### src/shared/pot_pkg.sv
// Shared constants and types for the dual log-taper potentiometer control.
package pot_pkg;

  // Core clock and derived millisecond tick.
  localparam int CLK_HZ = 125_000_000;
  localparam int MS_PER_S = 1000;
  localparam int MS_CYCLES = CLK_HZ / MS_PER_S;

  // Longest zero-crossing wait and nonvolatile write time, in ms.
  localparam int ZC_TIMEOUT_MS = 50;
  localparam int NV_WRITE_TIME_MS = 10;

  // Fastest SCL the slave is built for (fast mode), in Hz.
  localparam int SCL_MAX_HZ = 400_000;

  // Slave address: fixed upper nibble, then three straps and R/W.
  localparam logic [3:0] ADDR_PREFIX = 4'h5;

  // Command byte top-two-bit codes.
  localparam logic [1:0] CMD_WIPER0 = 2'h0;
  localparam logic [1:0] CMD_WIPER1 = 2'h1;
  localparam logic [1:0] CMD_CONFIG = 2'h2;

  // Configuration field positions and reset value.
  localparam int CFG_VOLATILE_BIT = 2;
  localparam int CFG_ZC_BIT = 1;
  localparam int CFG_OPTION_BIT = 0;
  localparam logic [2:0] CFG_RESET = 3'h7;

  // Tap codes and attenuation figures.
  localparam logic [5:0] OPT1_MUTE = 6'h3f;
  localparam logic [5:0] OPT2_MUTE = 6'h21;
  localparam logic [5:0] OPT2_BAND1_END = 6'h0c;
  localparam logic [5:0] OPT2_BAND2_END = 6'h18;
  localparam logic [6:0] OPT2_BAND2_BASE_DB = 7'h0c;
  localparam logic [6:0] OPT2_BAND3_BASE_DB = 7'h24;
  localparam logic [6:0] MUTE_DB = 7'h50;

  // Serial slave states.
  typedef enum logic [4:0] {
    S_IDLE = 5'h01,
    S_ADDR = 5'h02,
    S_DATA = 5'h04,
    S_ACK = 5'h08,
    S_SKIP = 5'h10
  } slave_state_type;

endpackage

### src/shared/pot_cmd_if.sv
// Command hand-off between the serial slave and the potentiometer control.
`timescale 1ns/1ps
`default_nettype none
interface pot_cmd_if;
  logic cmd_valid;
  logic [7:0] cmd_byte;
  logic stop_seen;
  modport slave(output cmd_valid, output cmd_byte, output stop_seen);
  modport ctrl(input cmd_valid, input cmd_byte, input stop_seen);
endinterface
`default_nettype wire

### src/rtl/pot_ctrl.sv
// Top of the dual log-taper potentiometer control: wipers, taper, storage.
`timescale 1ns/1ps
`default_nettype none
module pot_ctrl #(
  parameter int MS_CYCLES = pot_pkg::MS_CYCLES
) (
  input wire logic clk_in,
  input wire logic rst_b_in,
  input wire logic scl_in,
  input wire logic sda_in,
  input wire logic ce_b_in,
  input wire logic addr_strap_0_in,
  input wire logic addr_strap_1_in,
  input wire logic addr_strap_2_in,
  input wire logic zero_cross_0_in,
  input wire logic zero_cross_1_in,
  input wire logic [2:0] nv_cfg_in,
  input wire logic [5:0] nv_wiper0_in,
  input wire logic [5:0] nv_wiper1_in,
  output logic sda_out,
  output logic sda_oe_b_out,
  output logic [5:0] tap0_out,
  output logic [5:0] tap1_out,
  output logic [6:0] atten0_db_out,
  output logic [6:0] atten1_db_out,
  output logic storage_select_out,
  output logic zc_enable_out,
  output logic option_out,
  output logic nv_write_start_out,
  output logic nv_write_busy_out,
  output logic [2:0] nv_cfg_out,
  output logic [5:0] nv_wiper0_out,
  output logic [5:0] nv_wiper1_out
);

  pot_cmd_if cmd_bus ();

  logic [2:0] straps_s1, straps_s2;
  logic [1:0] zc_s1, zc_s2;
  logic [16:0] ms_cnt_q;
  logic ms_tick_q;
  logic loaded_q;
  logic [2:0] cfg_q;
  logic [5:0] target_q [2];
  logic [5:0] tap_q [2];
  logic [1:0] pend_q;
  logic [5:0] zc_ms_q [2];
  logic nv_dirty_q, nv_arm_q;
  logic [3:0] nv_ms_q;
  logic wr_wiper, wr_cfg;
  logic [1:0] cmd_code;
  logic nv_go;

  // Fast-mode SCL at 400 kHz is oversampled by the core clock.
  pot_i2c_slave u_slave (
    .clk_in(clk_in),
    .rst_b_in(rst_b_in),
    .scl_in(scl_in),
    .sda_in(sda_in),
    .ce_b_in(ce_b_in),
    .addr_strap_in(straps_s2),
    .sda_oe_b_out(sda_oe_b_out),
    .cmd(cmd_bus.slave)
  );

  // Attenuation in dB for a tap code under the selected option.
  function automatic logic [6:0] atten_db(input logic opt,
                                          input logic [5:0] code);
    logic [6:0] c;
    c = {1'b0, code};
    if (!opt) begin
      atten_db = (code == pot_pkg::OPT1_MUTE) ? pot_pkg::MUTE_DB : c;
    end else if (code <= pot_pkg::OPT2_BAND1_END) begin
      atten_db = c;
    end else if (code <= pot_pkg::OPT2_BAND2_END) begin
      atten_db = 7'((c - {1'b0, pot_pkg::OPT2_BAND1_END}) * 7'h02 +
                    pot_pkg::OPT2_BAND2_BASE_DB);
    end else if (code < pot_pkg::OPT2_MUTE) begin
      atten_db = 7'((c - {1'b0, pot_pkg::OPT2_BAND2_END}) * 7'h03 +
                    pot_pkg::OPT2_BAND3_BASE_DB);
    end else begin
      atten_db = pot_pkg::MUTE_DB;
    end
  endfunction

  // Mute code for an option.
  function automatic logic [5:0] mute_code(input logic opt);
    mute_code = opt ? pot_pkg::OPT2_MUTE : pot_pkg::OPT1_MUTE;
  endfunction

  // Straps and comparator levels come from pins and are synchronised.
  always_ff @(posedge clk_in or negedge rst_b_in) begin
    if (!rst_b_in) begin
      straps_s1 <= 3'h0;
      straps_s2 <= 3'h0;
      zc_s1 <= 2'h0;
      zc_s2 <= 2'h0;
    end else begin
      straps_s1 <= {addr_strap_2_in, addr_strap_1_in, addr_strap_0_in};
      straps_s2 <= straps_s1;
      zc_s1 <= {zero_cross_1_in, zero_cross_0_in};
      zc_s2 <= zc_s1;
    end
  end

  // Millisecond enable; a timeout may run up to one tick short.
  always_ff @(posedge clk_in or negedge rst_b_in) begin
    if (!rst_b_in) begin
      ms_cnt_q <= 17'h0_0000;
      ms_tick_q <= 1'b0;
    end else if (ms_cnt_q == 17'(MS_CYCLES - 1)) begin
      ms_cnt_q <= 17'h0_0000;
      ms_tick_q <= 1'b1;
    end else begin
      ms_cnt_q <= ms_cnt_q + 17'h0_0001;
      ms_tick_q <= 1'b0;
    end
  end

  // Command decode; code 11 falls through and does nothing.
  assign cmd_code = cmd_bus.cmd_byte[7:6];
  assign wr_wiper = cmd_bus.cmd_valid && !cmd_code[1];
  assign wr_cfg = cmd_bus.cmd_valid &&
                  (cmd_code == pot_pkg::CMD_CONFIG);

  // Configuration: taken from storage once after reset, then by command.
  always_ff @(posedge clk_in or negedge rst_b_in) begin
    if (!rst_b_in) begin
      cfg_q <= pot_pkg::CFG_RESET;
      loaded_q <= 1'b0;
    end else if (!loaded_q) begin
      cfg_q <= nv_cfg_in;
      loaded_q <= 1'b1;
    end else if (wr_cfg) begin
      cfg_q <= cmd_bus.cmd_byte[2:0];
    end
  end

  // Per channel: capture target, wait for a crossing or time out. Being
  // level-driven, a channel already at zero moves on the next cycle.
  always_ff @(posedge clk_in or negedge rst_b_in) begin
    if (!rst_b_in) begin
      for (int i = 0; i < 2; i++) begin
        target_q[i] <= pot_pkg::OPT2_MUTE;
        tap_q[i] <= pot_pkg::OPT2_MUTE;
        zc_ms_q[i] <= 6'h00;
      end
      pend_q <= 2'h0;
    end else begin
      for (int i = 0; i < 2; i++) begin
        if (!loaded_q) begin
          // Volatile wipers wake at mute; stored ones are restored.
          tap_q[i] <= nv_cfg_in[pot_pkg::CFG_VOLATILE_BIT] ?
                      mute_code(nv_cfg_in[pot_pkg::CFG_OPTION_BIT]) :
                      (i == 0 ? nv_wiper0_in : nv_wiper1_in);
          target_q[i] <= nv_cfg_in[pot_pkg::CFG_VOLATILE_BIT] ?
                         mute_code(nv_cfg_in[pot_pkg::CFG_OPTION_BIT]) :
                         (i == 0 ? nv_wiper0_in : nv_wiper1_in);
        end else if (wr_wiper && cmd_code[0] == i[0]) begin
          target_q[i] <= cmd_bus.cmd_byte[5:0];
          if (cfg_q[pot_pkg::CFG_ZC_BIT]) begin
            pend_q[i] <= 1'b1;
            zc_ms_q[i] <= 6'h00;
          end else begin
            tap_q[i] <= cmd_bus.cmd_byte[5:0];
            pend_q[i] <= 1'b0;
          end
        end else if (pend_q[i]) begin
          if (zc_s2[i] || zc_ms_q[i] == 6'(pot_pkg::ZC_TIMEOUT_MS)) begin
            tap_q[i] <= target_q[i];
            pend_q[i] <= 1'b0;
          end else if (ms_tick_q) begin
            zc_ms_q[i] <= zc_ms_q[i] + 6'h01;
          end
        end
      end
    end
  end

  // A config write, or a wiper write while nonvolatile, needs storing.
  // The new command wins over the clear from a STOP just seen.
  always_ff @(posedge clk_in or negedge rst_b_in) begin
    if (!rst_b_in) begin
      nv_dirty_q <= 1'b0;
      nv_arm_q <= 1'b0;
    end else begin
      if (wr_cfg ||
          (wr_wiper && !cfg_q[pot_pkg::CFG_VOLATILE_BIT])) begin
        nv_dirty_q <= 1'b1;
      end else if (cmd_bus.stop_seen) begin
        nv_dirty_q <= 1'b0;
      end
      if (cmd_bus.stop_seen && nv_dirty_q) begin
        nv_arm_q <= 1'b1;
      end else if (nv_go) begin
        nv_arm_q <= 1'b0;
      end
    end
  end

  // With zero-cross on, the write waits until no channel is pending.
  assign nv_go = nv_arm_q && !nv_write_busy_out &&
                 !(cfg_q[pot_pkg::CFG_ZC_BIT] && |pend_q);

  // Nonvolatile write: one start pulse, with busy raised on the same edge and held for the write time.
  always_ff @(posedge clk_in or negedge rst_b_in) begin
    if (!rst_b_in) begin
      nv_write_start_out <= 1'b0;
      nv_write_busy_out <= 1'b0;
      nv_ms_q <= 4'h0;
      nv_cfg_out <= pot_pkg::CFG_RESET;
      nv_wiper0_out <= pot_pkg::OPT2_MUTE;
      nv_wiper1_out <= pot_pkg::OPT2_MUTE;
    end else begin
      nv_write_start_out <= nv_go;
      if (nv_go) begin
        nv_write_busy_out <= 1'b1;
        nv_ms_q <= 4'h0;
        nv_cfg_out <= cfg_q;
        nv_wiper0_out <= target_q[0];
        nv_wiper1_out <= target_q[1];
      end else if (nv_write_busy_out && ms_tick_q) begin
        if (nv_ms_q == 4'(pot_pkg::NV_WRITE_TIME_MS - 1)) begin
          nv_write_busy_out <= 1'b0;
        end
        nv_ms_q <= nv_ms_q + 4'h1;
      end
    end
  end

  // Registered view of taps, taper and configuration; the one option
  // bit governs both channels together.
  always_ff @(posedge clk_in or negedge rst_b_in) begin
    if (!rst_b_in) begin
      tap0_out <= pot_pkg::OPT2_MUTE;
      tap1_out <= pot_pkg::OPT2_MUTE;
      atten0_db_out <= pot_pkg::MUTE_DB;
      atten1_db_out <= pot_pkg::MUTE_DB;
      storage_select_out <= 1'b1;
      zc_enable_out <= 1'b1;
      option_out <= 1'b1;
      sda_out <= 1'b0;
    end else begin
      tap0_out <= tap_q[0];
      tap1_out <= tap_q[1];
      atten0_db_out <= atten_db(cfg_q[pot_pkg::CFG_OPTION_BIT], tap_q[0]);
      atten1_db_out <= atten_db(cfg_q[pot_pkg::CFG_OPTION_BIT], tap_q[1]);
      storage_select_out <= cfg_q[pot_pkg::CFG_VOLATILE_BIT];
      zc_enable_out <= cfg_q[pot_pkg::CFG_ZC_BIT];
      option_out <= cfg_q[pot_pkg::CFG_OPTION_BIT];
      sda_out <= 1'b0;
    end
  end

endmodule
`default_nettype wire

### src/rtl/pot_i2c_slave.sv
// Write-only serial slave that delivers command bytes to the control.
`timescale 1ns/1ps
`default_nettype none
module pot_i2c_slave (
  input wire logic clk_in,
  input wire logic rst_b_in,
  input wire logic scl_in,
  input wire logic sda_in,
  input wire logic ce_b_in,
  input wire logic [2:0] addr_strap_in,
  output logic sda_oe_b_out,
  pot_cmd_if.slave cmd
);

  logic scl_s1, scl_s2, scl_prev;
  logic sda_s1, sda_s2, sda_prev;
  logic ce_s1, ce_s2;
  logic [7:0] shift_q;
  logic [3:0] bit_cnt_q;
  pot_pkg::slave_state_type state_q;
  logic active, start_det, stop_det, scl_rise, scl_fall, addr_hit;

  // Two flops on every pin; only the second stage and the SCL and SDA edge flops feed any logic.
  always_ff @(posedge clk_in or negedge rst_b_in) begin
    if (!rst_b_in) begin
      {scl_s1, scl_s2, scl_prev} <= 3'h7;
      {sda_s1, sda_s2, sda_prev} <= 3'h7;
      {ce_s1, ce_s2} <= 2'h3;
    end else begin
      {scl_s2, scl_s1} <= {scl_s1, scl_in};
      {sda_s2, sda_s1} <= {sda_s1, sda_in};
      {ce_s2, ce_s1} <= {ce_s1, ce_b_in};
      scl_prev <= scl_s2;
      sda_prev <= sda_s2;
    end
  end

  // Bus conditions are seen only while the enable pin is low.
  assign active = !ce_s2;
  assign start_det = active && scl_s2 && scl_prev && sda_prev && !sda_s2;
  assign stop_det = active && scl_s2 && scl_prev && !sda_prev && sda_s2;
  assign scl_rise = active && scl_s2 && !scl_prev;
  assign scl_fall = active && !scl_s2 && scl_prev;
  // Reads are not answered, so only a write address is acknowledged.
  assign addr_hit = (shift_q[7:4] == pot_pkg::ADDR_PREFIX) &&
                    (shift_q[3:1] == addr_strap_in) && !shift_q[0];

  // Byte engine: sample on SCL rise, move SDA only on SCL fall, on START or STOP, or when disabled.
  always_ff @(posedge clk_in or negedge rst_b_in) begin
    if (!rst_b_in) begin
      state_q <= pot_pkg::S_IDLE;
      shift_q <= 8'h00;
      bit_cnt_q <= 4'h0;
      sda_oe_b_out <= 1'b1;
    end else if (!active) begin
      state_q <= pot_pkg::S_IDLE;
      bit_cnt_q <= 4'h0;
      sda_oe_b_out <= 1'b1;
    end else if (start_det) begin
      state_q <= pot_pkg::S_ADDR;
      bit_cnt_q <= 4'h0;
      sda_oe_b_out <= 1'b1;
    end else if (stop_det) begin
      state_q <= pot_pkg::S_IDLE;
      sda_oe_b_out <= 1'b1;
    end else begin
      case (state_q)
        pot_pkg::S_ADDR, pot_pkg::S_DATA: begin
          if (scl_rise && bit_cnt_q != 4'h8) begin
            shift_q <= {shift_q[6:0], sda_s2};
            bit_cnt_q <= bit_cnt_q + 4'h1;
          end else if (scl_fall && bit_cnt_q == 4'h8) begin
            if (state_q == pot_pkg::S_DATA || addr_hit) begin
              sda_oe_b_out <= 1'b0;
              state_q <= pot_pkg::S_ACK;
            end else begin
              state_q <= pot_pkg::S_SKIP;
            end
          end
        end
        pot_pkg::S_ACK: begin
          if (scl_fall) begin
            sda_oe_b_out <= 1'b1;
            bit_cnt_q <= 4'h0;
            state_q <= pot_pkg::S_DATA;
          end
        end
        default: begin
          state_q <= state_q;
        end
      endcase
    end
  end

  // A command byte is handed over as its acknowledge is driven.
  always_ff @(posedge clk_in or negedge rst_b_in) begin
    if (!rst_b_in) begin
      cmd.cmd_valid <= 1'b0;
      cmd.cmd_byte <= 8'h00;
      cmd.stop_seen <= 1'b0;
    end else begin
      cmd.cmd_valid <= (state_q == pot_pkg::S_DATA) && scl_fall &&
                       (bit_cnt_q == 4'h8) && !start_det && !stop_det;
      cmd.cmd_byte <= shift_q;
      cmd.stop_seen <= stop_det;
    end
  end

endmodule
`default_nettype wire

### config.mk
export PLATFORM = sky130hd
export DESIGN_NAME = pot_ctrl
export DESIGN_NICKNAME = d
export VERILOG_FILES = /design/src/shared/pot_pkg.sv /design/src/shared/pot_cmd_if.sv /design/src/rtl/pot_ctrl.sv /design/src/rtl/pot_i2c_slave.sv
export SDC_FILE = /design/constraint.sdc
export NUM_CORES = 1
export LEC_CHECK = 0
export CAP_MARGIN = 10
export CORE_ASPECT_RATIO = 0.7
export CORE_MARGIN = 5
export CORE_UTILIZATION = 50
export CTS_CLUSTER_SIZE = 14
export DETAILED_ROUTE_END_ITERATION = 10
export DONT_BUFFER_PORTS = 1
export REMOVE_ABC_BUFFERS = 1
export SLEW_MARGIN = 0
export SYNTH_ARGS = -nofsm -noshare
export SYNTH_HDL_FRONTEND = slang
export SYNTH_SLANG_ARGS = --single-unit
### constraint.sdc
create_clock -name clk_in -period 2.6 [get_ports clk_in]
set_input_delay 0.13 -clock clk_in [delete_from_list [all_inputs] [get_ports clk_in]]
set_output_delay 0.13 -clock clk_in [all_outputs]
set_load 0.02 [all_outputs]
After elaboration in Yosys (flattened, before gate mapping)
Index checks and enable logic that the tools add are counted.

Register bits: 158. Input port bits: 25. Word-level logic and storage cells: 245. Output and inout bits: 48.

$mul: 2. Magnitude comparators: 6. Eq/ne operators: 34. Bitwise operators: 4. Reduce and logical (&&, ||, !) cells: 64. Multiplexer cells: 77. Add/sub/neg operators: 13.

Operators with widths (number): 6-bit two-way mux (24); 7-bit two-way mux (10); 5-bit two-way mux (8); 4-bit two-way mux (7); 1-bit logical AND (27); 6-bit == test, second input constant (4); 1-bit two-way mux (22); 5-bit AND reduction (4); 17-bit by 1-bit adder with 17-bit output, second input constant (1); 17-bit == test, second input constant (1); 17-bit two-way mux (1); 2-bit nonzero test (8); 3-bit by 1-bit inequality test with 1-bit output, second input constant (5); 5-bit by 1-bit inequality test with 1-bit output, second input constant (3); 7-bit by 4-bit adder with 7-bit output, second input constant (2); 7-bit by 6-bit adder with 7-bit output, second input constant (2); 7-bit by 2-bit multiplier with 7-bit output, second input constant (2); 6-bit by 5-bit subtractor with 7-bit output, second input constant (2); 6-bit by 1-bit adder with 6-bit output, second input constant (2); 6-bit by 4-bit <= comparator with 1-bit output, second input constant (2); 6-bit by 5-bit <= comparator with 1-bit output, second input constant (2); 1-bit zero test (12); 6-bit less-than comparator, second input constant (2); 6-bit by 4-bit subtractor with 6-bit output, second input constant (2); other kinds (26) (45).

Depth between registers and ports, before layout
Gate-level depths: netlist of run 1.

Word-level depth: 11. Gate-level depth with buffers: 10. Gate-level depth less buffers: 10.

Cells and area by module
From an unflattened synthesis of run 1, not the netlist that was laid out.

Cells, all modules: 667. Area total of the unflattened synthesis: 7622.3 µm².

By module, submodules not included: pot_ctrl (cells an instance 560, area each 6188.4 µm², instances 1, sequential area each 3089.2 µm²); pot_i2c_slave (cells an instance 107, area each 1433.9 µm², instances 1, sequential area each 913.4 µm²).

Worst setup path before layout of run 1
Ideal clock, no wire load.

Kind: reg2reg. From: reg tap_q[2] (netlist bit). To: reg atten1_db_out[6]. Arrival time: 2.278 ns. Path slack: 0.261 ns. Clock period less this slack: 2.339 ns. Buffers on the path: 0. Required time: 2.539 ns. Setup time: 0.061 ns. Stages on the path, launching flop included: 11. Cell sequence: dfrtp_1 -> inv_1 -> ha_1 -> inv_1 -> ha_1 -> fa_1 -> a21o_1 -> a21oi_1 -> xnor2_1 -> a221o_1 -> nand2_1.

Word-level cells in the longest chain between the ends: 7. Elaborated cells on any way between the ends: 14. Those cells by class: add/sub: 4; mul: 1; order compare: 3; eq/ne: 1; mux: 5.

RTL lines: start: declaration (RTL line pot_ctrl.sv:45) `logic [5:0] tap_q [2];`; start signal: indexed assignment (RTL line pot_ctrl.sv:145) `tap_q[i] <= pot_pkg::OPT2_MUTE;`; start signal: indexed assignment (RTL line pot_ctrl.sv:153) `tap_q[i] <= nv_cfg_in[pot_pkg::CFG_VOLATILE_BIT] ?`; start signal: indexed assignment (RTL line pot_ctrl.sv:165) `tap_q[i] <= cmd_bus.cmd_byte[5:0];`; 6-bit by 5-bit subtractor with 7-bit output (RTL line pot_ctrl.sv:79) `atten_db = 7'((c - {1'b0, pot_pkg::OPT2_BAND2_END}) * 7'h03 +`; 7-bit by 2-bit multiplier with 7-bit output (RTL line pot_ctrl.sv:79); 7-bit by 6-bit adder with 7-bit output (RTL line pot_ctrl.sv:79); 7-bit two-way mux (RTL line pot_ctrl.sv:78) `end else if (code < pot_pkg::OPT2_MUTE) begin`; 7-bit two-way mux (RTL line pot_ctrl.sv:75) `end else if (code <= pot_pkg::OPT2_BAND2_END) begin`; 7-bit two-way mux (RTL line pot_ctrl.sv:73) `end else if (code <= pot_pkg::OPT2_BAND1_END) begin`; 7-bit two-way mux * (RTL line pot_ctrl.sv:71) `if (!opt) begin`; end signal: assignment (RTL line pot_ctrl.sv:238) `atten1_db_out <= pot_pkg::MUTE_DB;`; end signal: assignment (RTL line pot_ctrl.sv:247) `atten1_db_out <= atten_db(cfg_q[pot_pkg::CFG_OPTION_BIT], tap_q[1]);`; end: declaration (RTL line pot_ctrl.sv:25) `output logic [6:0] atten1_db_out,`.

Mark *: on every way between the ends. The rest lies on a longest branch, timed or not. A chain may end at the register's enable or synchronous reset.

Worst setup path in the final report of run 1
From: reg tap_q[1] (netlist bit). To: reg atten1_db_out[6].

Same word-level chain as after synthesis.

==> flow_summary.json, run 1 <==
{
  "status": "finished with violations",
  "violations": "hold timing",
  "post-dp-hpwl_um": 11500,
  "hold_class": "in2async",
  "start_util_pct": 51.2,
  "utilization_pct": 58.2,
  "syn_area_um2": 7570,
  "synth-seq-cells": 158,
  "cellPowerDensity_nw_per_um2": 763,
  "fin_tns_setup_ns": 0,
  "ios": 73,
  "cpPeakStageDelay_ns": 0.41,
  "cts_root_buffer": "clkbuf_16",
  "synth-async-reset-ratio_pct": 100,
  "place_area_um2": 7790,
  "synthToLayoutAreaGrowth_pct": 13.5,
  "wl_per_cell_um": 17.7,
  "cts_buffers": 17,
  "clock_latency_ns": 0.41,
  "clock.fmax_ghz": 0.412,
  "stdcell_area_um2": 8590,
  "finClkSkew_ns": 0.00691,
  "end_kind": "flop",
  "synth_top_cells_by_area": "dfrtp_1 (39%), dfstp_2 (14%), ha_1 (8.1%)",
  "ys_types": 68,
  "required_ns": 2.96,
  "crit_type": "reg2reg",
  "yosys_warnings": 0,
  "vdd_drop_max_uv": 395,
  "finalSetupViolations": 0,
  "gp_congestion": 0.878,
  "drt_pass1_iterations": 5,
  "path_clk_slew_ns": 0.06,
  "slew_violations": 0,
  "core_um2": 14800,
  "fin_hold_ws_ns": -0.593,
  "period_share_pct": 93.5,
  "ctsResizeCount": 0,
  "synth_edf_count": 0,
  "drive_gt1_share_pct": 15.9,
  "cts_tree": "yes",
  "ys.flop_type": "dfrtp_1",
  "slew_headroom_pct": 53.7,
  "maxCapViolCount": 0,
  "synth_top_area_cell": "dfrtp_1",
  "grt_pass1_vias": 5066,
  "antenna_cells_inserted": 0,
  "grt_max_degree": 159,
  "cp_slowest_cell": "dfrtp_1",
  "vias": 5059,
  "postCtsHoldBufs": 17,
  "yosysMostFrequentCell": "dfrtp_1",
  "overflow": 0,
  "die_y_um": 113,
  "cts_sinks": 158,
  "max-clock-path-buffers": 2,
  "path_cells": "inv_1, ha_1, inv_1, ha_1, fa_1, a21o_1, a21oi_1, xnor2_1, a221o_1, nand2_1",
  "port_buffers": 0,
  "synth_top_area_share_pct": 39.4,
  "avgSynthCellArea_um2": 10.9,
  "drt_wl_total_um": 16300,
  "ant_nets": 0,
  "pre_cts_ws_ns": 0.178,
  "ys_seq_area_share_pct": 52.9,
  "cp_max_fo": 5,
  "die-area_um2": 17700,
  "cp.arrival_ns": 2.79,
  "total_power_mw": 6.55,
  "fin_nets": 793,
  "row_count": 37,
  "final_hold_viol_count": 158,
  "drtIter0Drc": 406,
  "grtUsageTotal_pct": 19.3,
  "worstMarginPinSlew_ns": 0.689,
  "h-tree-depth": 4,
  "antenna_found_initial": 0,
  "syn_inst": 691,
  "drc": 0,
  "grt_pass1_wl_um": 27000,
  "viasPerCell": 5.47,
  "die_w_um": 157,
  "startpoint_type": "flop",
  "period_needed_ns": 2.43,
  "worst_slack_ns": 0.170,
  "leakage_nw": 4.02,
  "cts_setup_buffers": 0,
  "rsz0062_at_grt": "no",
  "synth_common_cells": "dfrtp_1 (119), nand2_1 (94), ha_1 (49), inv_1 (44), dfstp_2 (39)"
}
## flip-flops by register name, summed over array words and instances, names as in the netlist, 2 cells and up
register              count
zc_s2                     2
u_slave.shift_q           8
u_slave.state_q           5
tap_q                    12
u_slave.bit_cnt_q         4
tap0_out                  6
nv_ms_q                   4
nv_wiper0_out             6
pend_q                    2
straps_s2                 3
zc_ms_q                  12
tap1_out                  6
zc_s1                     2
nv_cfg_out                3
straps_s1                 3
ms_cnt_q                 17
atten0_db_out             7
target_q                 12
u_slave.cmd.cmd_byte      8
nv_wiper1_out             6
cfg_q                     3
atten1_db_out             7
## placed cells by master, fill, tap and decap left out, types with 4 or more instances in the layout
cell type	synthesis	final
ha_1	49	49
clkbuf_16	0	18
a221oi_1	4	4
a211oi_1	6	6
nor2_1	37	37
inv_1	44	44
buf_4	3	10
mux2i_1	4	4
a221o_1	4	4
nand2_1	94	94
dfstp_2	39	39
xor2_1	21	21
mux2_2	21	21
o211ai_1	4	4
o21ai_0	28	28
a21o_1	6	6
a31oi_1	13	13
and3_1	6	6
dfrtp_1	119	119
nand3_1	30	30
xnor2_1	29	29
a22oi_1	4	4
nor3_1	11	11
a21oi_1	21	21
nand3b_1	6	6
nand2b_1	4	4
clkinv_2	0	5
dlygate4sd3_1	0	17
## layout make-up
cell class	instances	area, um2
clock buffers	22	495
clock inverters	10	133
fillers	1246	6180
inverters	45	169
multi-input cells	468	3300
flip-flops and latches	158	4000
well taps	195	244
repair buffers	27	245
## kinds of logic (layout without fill, tap and decap cells)
group	after synthesis	in the layout	synth area share, %
compound gates	115	115	10.7
xor+xnor	50	50	5.79
simple gates	225	225	14.8
mux	25	25	3.65
flops	158	158	52.9
buf+inv	65	104	3.46
fa+ha+maj	51	51	8.63
other cells	2	2	0.0993
## metrics by stage
step	instances	hold slack [ns]
floorplan	671	-0.166
global placement	876	-0.161
detailed placement	876	-0.161
CTS	925	-0.616
global route	925	-0.621
finish	925	-0.593
## final timing paths
kind                                      start  cells after the start  slack, ns                   end
worst max-delay path                   tap_q[1]                     10       0.17      atten1_db_out[6]
worst min-delay path                   rst_b_in                      0      -0.59  u_slave.bit_cnt_q[0]
worst max register to register         tap_q[1]                     10       0.17      atten1_db_out[6]
worst min register to register         zc_s1[0]                      0       0.35              zc_s2[0]
max in group asynchronous              rst_b_in                      0       2.82              cfg_q[1]
min in group clk_in             nv_wiper1_in[1]                      4       0.04           target_q[1]
## report_power, final
part	switching [mW]	internal, mW
clock	0.972	1.64
sequential	0.261	2.67
combinational	0.539	0.468
total	1.77	4.78
## worst max-delay path, delay by kind of cell, from the launching register on
kind / cells / cell delay (ns)
AND/OR/NAND/NOR: 1 / 0.07
AO/OA/AOI/OAI: 3 / 0.72
buffers and inverters: 2 / 0.17
XOR/XNOR: 1 / 0.08
adder cells (fa/ha/maj): 3 / 0.92
flip-flops: 1 / 0.41
## metal layers
metal,track usage [%],vias up,wire (um)
met3,4.66,12,1020
met2,26.8,131,6890
met4,5.44,0,136
met1,30.1,2493,8300
li1,-,2423,-
met5,0,-,0
(Power assumes the default switching activity.)
==> inputs of run 2 (changes only) <==
- clock period: 2.6 -> 2.25 ns (I/O delays scaled with it)
==> run 2 against run 1 <==
  * The flow still finishes with violations (hold timing)
  * Core utilization increased by 2.1 points
  * Via count increased by 2.3%
  * Critical path depth unchanged
  * Clock skew increased by 0.0013 ns
  * Non-clock buffer count increased by 28
  * Die area unchanged
  * Final cell count increased by 3.0%
  * Sequential share of layout area decreased by 1.6 points
  * Critical path type unchanged
  * Largest cell class unchanged
==> flow_summary.json, run 2 (same netlist as run 1, synthesis figures left out) <==
{
  "synthToLayoutAreaGrowth_pct": 17.6,
  "core_um2": 14800,
  "rr_startpoint": "tap_q[2]",
  "ios": 73,
  "port_buffers": 0,
  "grtUsageTotal_pct": 19.9,
  "end_kind": "flop",
  "finalSetupViolations": 0,
  "gp_congestion": 0.888,
  "postCtsHoldBufs": 20,
  "vias": 5177,
  "hold_class": "in2async",
  "worstMarginPinSlew_ns": 0.646,
  "finClkSkew_ns": 0.00824,
  "drt_wl_total_um": 17000,
  "place_inst": 900,
  "regMostFlops": "ms_cnt_q",
  "drc": 0,
  "grt_pass1_vias": 5173,
  "largest_reg_flops": 17,
  "viasPerCell": 5.43,
  "path_clk_slew_ns": 0.06,
  "rr_worst_depth": 10,
  "drt_pass1_iterations": 5,
  "status": "finished with violations",
  "max-clock-path-buffers": 2,
  "wl_per_cell_um": 17.8,
  "required_ns": 2.61,
  "slew_violations": 0,
  "period_needed_ns": 2.18,
  "die_y_um": 113,
  "layout_commonest_cell": "dfrtp_1",
  "row_count": 37,
  "slew_headroom_pct": 56.8,
  "cts_buffers": 17,
  "cts_sinks": 158,
  "startpoint_type": "flop",
  "antenna_cells_inserted": 0,
  "cts_root_buffer": "clkbuf_16",
  "drive_gt1_share_pct": 20.7,
  "cp_max_fo": 4,
  "clock_latency_ns": 0.42,
  "ant_nets": 0,
  "h-tree-depth": 4,
  "vdd_drop_max_uv": 510,
  "mostFrequentLayoutCells": "dfrtp_1 (119), nand2_1 (94), ha_1 (42)",
  "final_hold_viol_count": 158,
  "fin_cells": 953,
  "critPathLaunch": "tap_q[2]",
  "fin_tns_setup_ns": 0,
  "maxCapViolCount": 0,
  "die-area_um2": 17700,
  "fin_hold_ws_ns": -0.608,
  "leakage_nw": 4.13,
  "overflow": 0,
  "fin_nets": 821,
  "post-dp-hpwl_um": 11700,
  "clock.fmax_ghz": 0.459,
  "grt_max_degree": 159,
  "antenna_found_initial": 0,
  "grt_pass1_wl_um": 27900,
  "cp.arrival_ns": 2.54,
  "crit_type": "reg2reg",
  "die_w_um": 157,
  "cts_tree": "yes",
  "drtIter0Drc": 345,
  "cellPowerDensity_nw_per_um2": 872,
  "start_util_pct": 51.2,
  "violations": "hold timing",
  "period_share_pct": 96.8
}
==> run 2: changes by cell type in the layout (fill, tap and decap cells not counted), moves of 2 or more <==
cell and delta:
dlygate4sd3_1 +3, inv_2 +5, fa_1 -2, buf_4 +25
clkinvlp_4 +2, inv_1 -5, ha_1 -7, ha_4 +7
a21oi_1 -2, fa_2 +2
==> run 2: power breakdown <==
part	switching [mW]	internal (mW)
Sequential	0.283	3.09
Combinational	0.735	0.732
Clock	1.12	1.80
Total	2.14	5.62
==> run 2: path summary, 6_finish.rpt <==
path                                       to  slack (ns)
max in group asynchronous    atten1_db_out[4]        2.58
min in group clk_in               target_q[4]        0.03
hold reg to reg                  straps_s2[2]        0.35
hold / removal             u_slave.state_q[4]       -0.61
setup / recovery             atten1_db_out[6]        0.07
setup reg to reg             atten1_db_out[6]        0.07
==> run 2: repair_timing <==
item | in CTS | in global routing
pin swaps | 1 | 6
hold endpoints to repair | 181 | 158
resized for setup | 6 | 14
setup endpoints to repair | 3 | 3
setup buffers | 0 | 1
==> run 2: cell type report <==
| class | instances | area, um2 |
|---|---|---|
| multi-input cells | 468 | 3420 |
| clock buffers | 21 | 460 |
| well taps | 195 | 244 |
| clock inverters | 11 | 143 |
| repair buffers | 55 | 463 |
| fillers | 1223 | 5870 |
| flip-flops and latches | 158 | 4000 |
| inverters | 45 | 169 |
==> run 2: worst max-delay path: stages (launching register included) <==
cell	delay, ns
dfrtp_1	0.34
inv_1	0.11
ha_4	0.29
inv_1	0.05
ha_4	0.16
fa_2	0.36
a21o_1	0.19
a21oi_4	0.15
xnor2_1	0.09
a221o_1	0.32
nand2_1	0.07
==> run 2: routing by layer <==
layer  vias up  track usage [%]  wire (um)
met5         -                0          0
met1      2511             30.4       8460
li1       2477                -          -
met3        11             5.70       1150
met4         0             4.47        161
met2       178             28.3       7180
==> run 2: metrics by stage <==
step / power [mW] / setup WS (ns) / hold WS [ns] / area, um2 / util, %
after floorplan: 4.25 / -0.0887 / -0.183 / 7470 / -
after global placement: 4.66 / 0.0183 / -0.177 / 7970 / 54.0
after detailed placement: 4.67 / -0.0637 / -0.177 / 7970 / 54.0
after CTS: 7.69 / 0.00714 / -0.632 / 8810 / 59.7
after global routing: 8.13 / -0.0107 / -0.627 / 8900 / 60.3
final: 7.76 / 0.0720 / -0.608 / 8900 / 60.3
==> inputs of run 3 (changes only) <==
- PLACE_DENSITY: default -> 0.68
==> run 3 against run 2 <==
  * The run still ends with hold timing left
  * Routed wire length shrank 1.5%
  * Sequential share of layout area shrank 0.15 points
  * Largest power group unchanged
  * Flip-flop and latch count unchanged
  * Hold slack better by 0.0079 ns
  * Core utilization grew 0.19 points
  * Die area stayed put
  * Critical path type unchanged
  * Largest cell class unchanged
  * Highest routed layer unchanged
  * Final cell count grew 0.42%
  * Setup slack improved by 0.0025 ns
  * Non-clock buffer count grew 4
  * Critical path depth is the same
==> flow_summary.json, run 3 (same netlist as run 1, synthesis figures left out) <==
{
  "required_ns": 2.62,
  "die_y_um": 113,
  "end_kind": "flop",
  "cellPowerDensity_nw_per_um2": 869,
  "antenna_cells_inserted": 0,
  "vias": 5266,
  "utilization_pct": 60.5,
  "drt_wl_total_um": 16700,
  "ant_nets": 0,
  "violations": "hold timing",
  "start_util_pct": 51.2,
  "slew_violations": 0,
  "vdd_drop_max_uv": 583,
  "die-area_um2": 17700,
  "antenna_found_initial": 0,
  "grt_pass1_wl_um": 27500,
  "regMostFlops": "ms_cnt_q",
  "finalSetupViolations": 0,
  "overflow": 0,
  "fin_nets": 825,
  "grt_max_degree": 159,
  "postCtsHoldBufs": 20,
  "combPwrFrac_pct": 18.5,
  "hold_class": "in2async",
  "max-clock-path-buffers": 2,
  "period_share_pct": 96.7,
  "slew_headroom_pct": 53.6,
  "cts_buffers": 17,
  "sw_frac_of_total_pct": 27.6,
  "port_buffers": 0,
  "maxCapViolCount": 0,
  "drtIter0Drc": 366,
  "intPower_mw": 5.62,
  "cp.arrival_ns": 2.54,
  "clock.fmax_ghz": 0.460,
  "row_count": 37,
  "crit_type": "reg2reg",
  "ios": 73,
  "cts_sinks": 158,
  "drt_pass1_iterations": 5,
  "leakage_nw": 4.14,
  "grt_pass1_vias": 5342,
  "worstMarginPinSlew_ns": 0.692,
  "wl_per_cell_um": 17.5,
  "mostFrequentLayoutCells": "dfrtp_1 (119), nand2_1 (94), inv_1 (41), ha_1 (41)",
  "switchingPower_mw": 2.14,
  "path_clk_slew_ns": 0.07,
  "synthToLayoutAreaGrowth_pct": 18.0,
  "post-dp-hpwl_um": 11700,
  "p_seq_share_pct": 43.4,
  "gp_congestion": 0.882,
  "core_um2": 14800,
  "die_w_um": 157,
  "final_hold_viol_count": 158,
  "largest_reg_flops": 17,
  "grtUsageTotal_pct": 19.4,
  "h-tree-depth": 4,
  "clock_power_share_pct": 38.1,
  "finClkSkew_ns": 0.00899,
  "status": "finished with violations",
  "viasPerCell": 5.50,
  "nFillCells": 1190,
  "cp_max_fo": 4,
  "layout_commonest_cell": "dfrtp_1",
  "cts_root_buffer": "clkbuf_16",
  "startpoint_type": "flop",
  "drc": 0,
  "period_needed_ns": 2.18,
  "cts_tree": "yes",
  "drive_gt1_share_pct": 21.1,
  "total_power_mw": 7.76,
  "fin_hold_ws_ns": -0.600,
  "clock_latency_ns": 0.42
}
## run 3: cell count changes in the layout (fill, tap and decap cells not counted), sizes merged
| cell | before | now |
|---|---|---|
| clkinvlp | 2 | 4 |
| inv | 44 | 46 |
| buf | 35 | 39 |
| clkinv | 7 | 5 |
| clkbuf | 21 | 19 |
## run 3: per-layer routing
metal  vias to the layer above  global-route usage, %  wire [um]
met5                         -                      0          0
met4                         0                   4.58        169
met3                        15                   4.89        971
met2                       139                   29.6       7530
met1                      2623                   28.1       8040
li1                       2489                      -          -
## run 3: worst max-delay path, cell delays in order (launching register included)
cell     delay, ns
dfrtp_1       0.42
ha_1          0.21
inv_1         0.10
ha_4          0.21
ha_1          0.30
inv_2         0.07
ha_4          0.20
a21oi_2       0.13
xnor2_1       0.07
a221o_1       0.34
nand2_1       0.06
## run 3: per-stage QoR
stage	area [um2]	TNS, ns	worst slack [ns]	instances	hold WS [ns]
2_1_floorplan	7470	-0.109	-0.0887	671	-0.183
4_1_cts	8840	0	0.0111	956	-0.625
3_3_place_gp	8000	0	0.0434	904	-0.175
5_1_grt	8930	-0.0586	-0.0463	957	-0.628
6_report	8930	0	0.0745	957	-0.600
3_5_place_dp	8000	-0.0799	-0.0799	904	-0.176
## run 3: power by group through the flow
stage / Sequential, mW / Clock [mW] / Combinational [mW]
6_report: 3.37 / 2.95 / 1.44
5_1_grt: 3.39 / 3.15 / 1.60
4_1_cts: 3.37 / 3.01 / 1.35
3_5_place_dp: 3.42 / 0 / 1.27
3_3_place_gp: 3.41 / 0 / 1.24
2_1_floorplan: 3.40 / 0 / 0.847
## run 3: worst paths after layout
| check | depth (start not counted) | slack (ns) | start | end |
|---|---|---|---|---|
| setup / recovery | 10 | 0.07 | tap_q[3] | atten1_db_out[6] |
| hold / removal | 0 | -0.60 | rst_b_in | u_slave.state_q[3] |
| setup reg to reg | 10 | 0.07 | tap_q[3] | atten1_db_out[6] |
| hold reg to reg | 0 | 0.35 | straps_s1[2] | straps_s2[2] |
| max in group asynchronous | 0 | 2.48 | rst_b_in | tap1_out[5] |
| min in group clk_in | 4 | 0.01 | nv_wiper1_in[1] | target_q[1] |
## run 3: final cells by class
type | instances | area, um2 | share of cell area (%)
Tap cell | 195 | 244 | 2.73
Clock buffer | 19 | 453 | 5.07
Multi-Input combinational cell | 468 | 3400 | 38.1
Clock inverter | 13 | 161 | 1.81
Inverter | 45 | 169 | 1.89
Timing Repair Buffer | 59 | 493 | 5.52
Sequential cell | 158 | 4000 | 44.8
## run 3: what timing repair did
item                                    CTS  global route
buffers inserted                          0             1
gates cloned                              0             0
pin swaps                                 0             3
hold endpoints to repair                181           158
resized for setup                         4            12
endpoints found under the setup margin    2             3
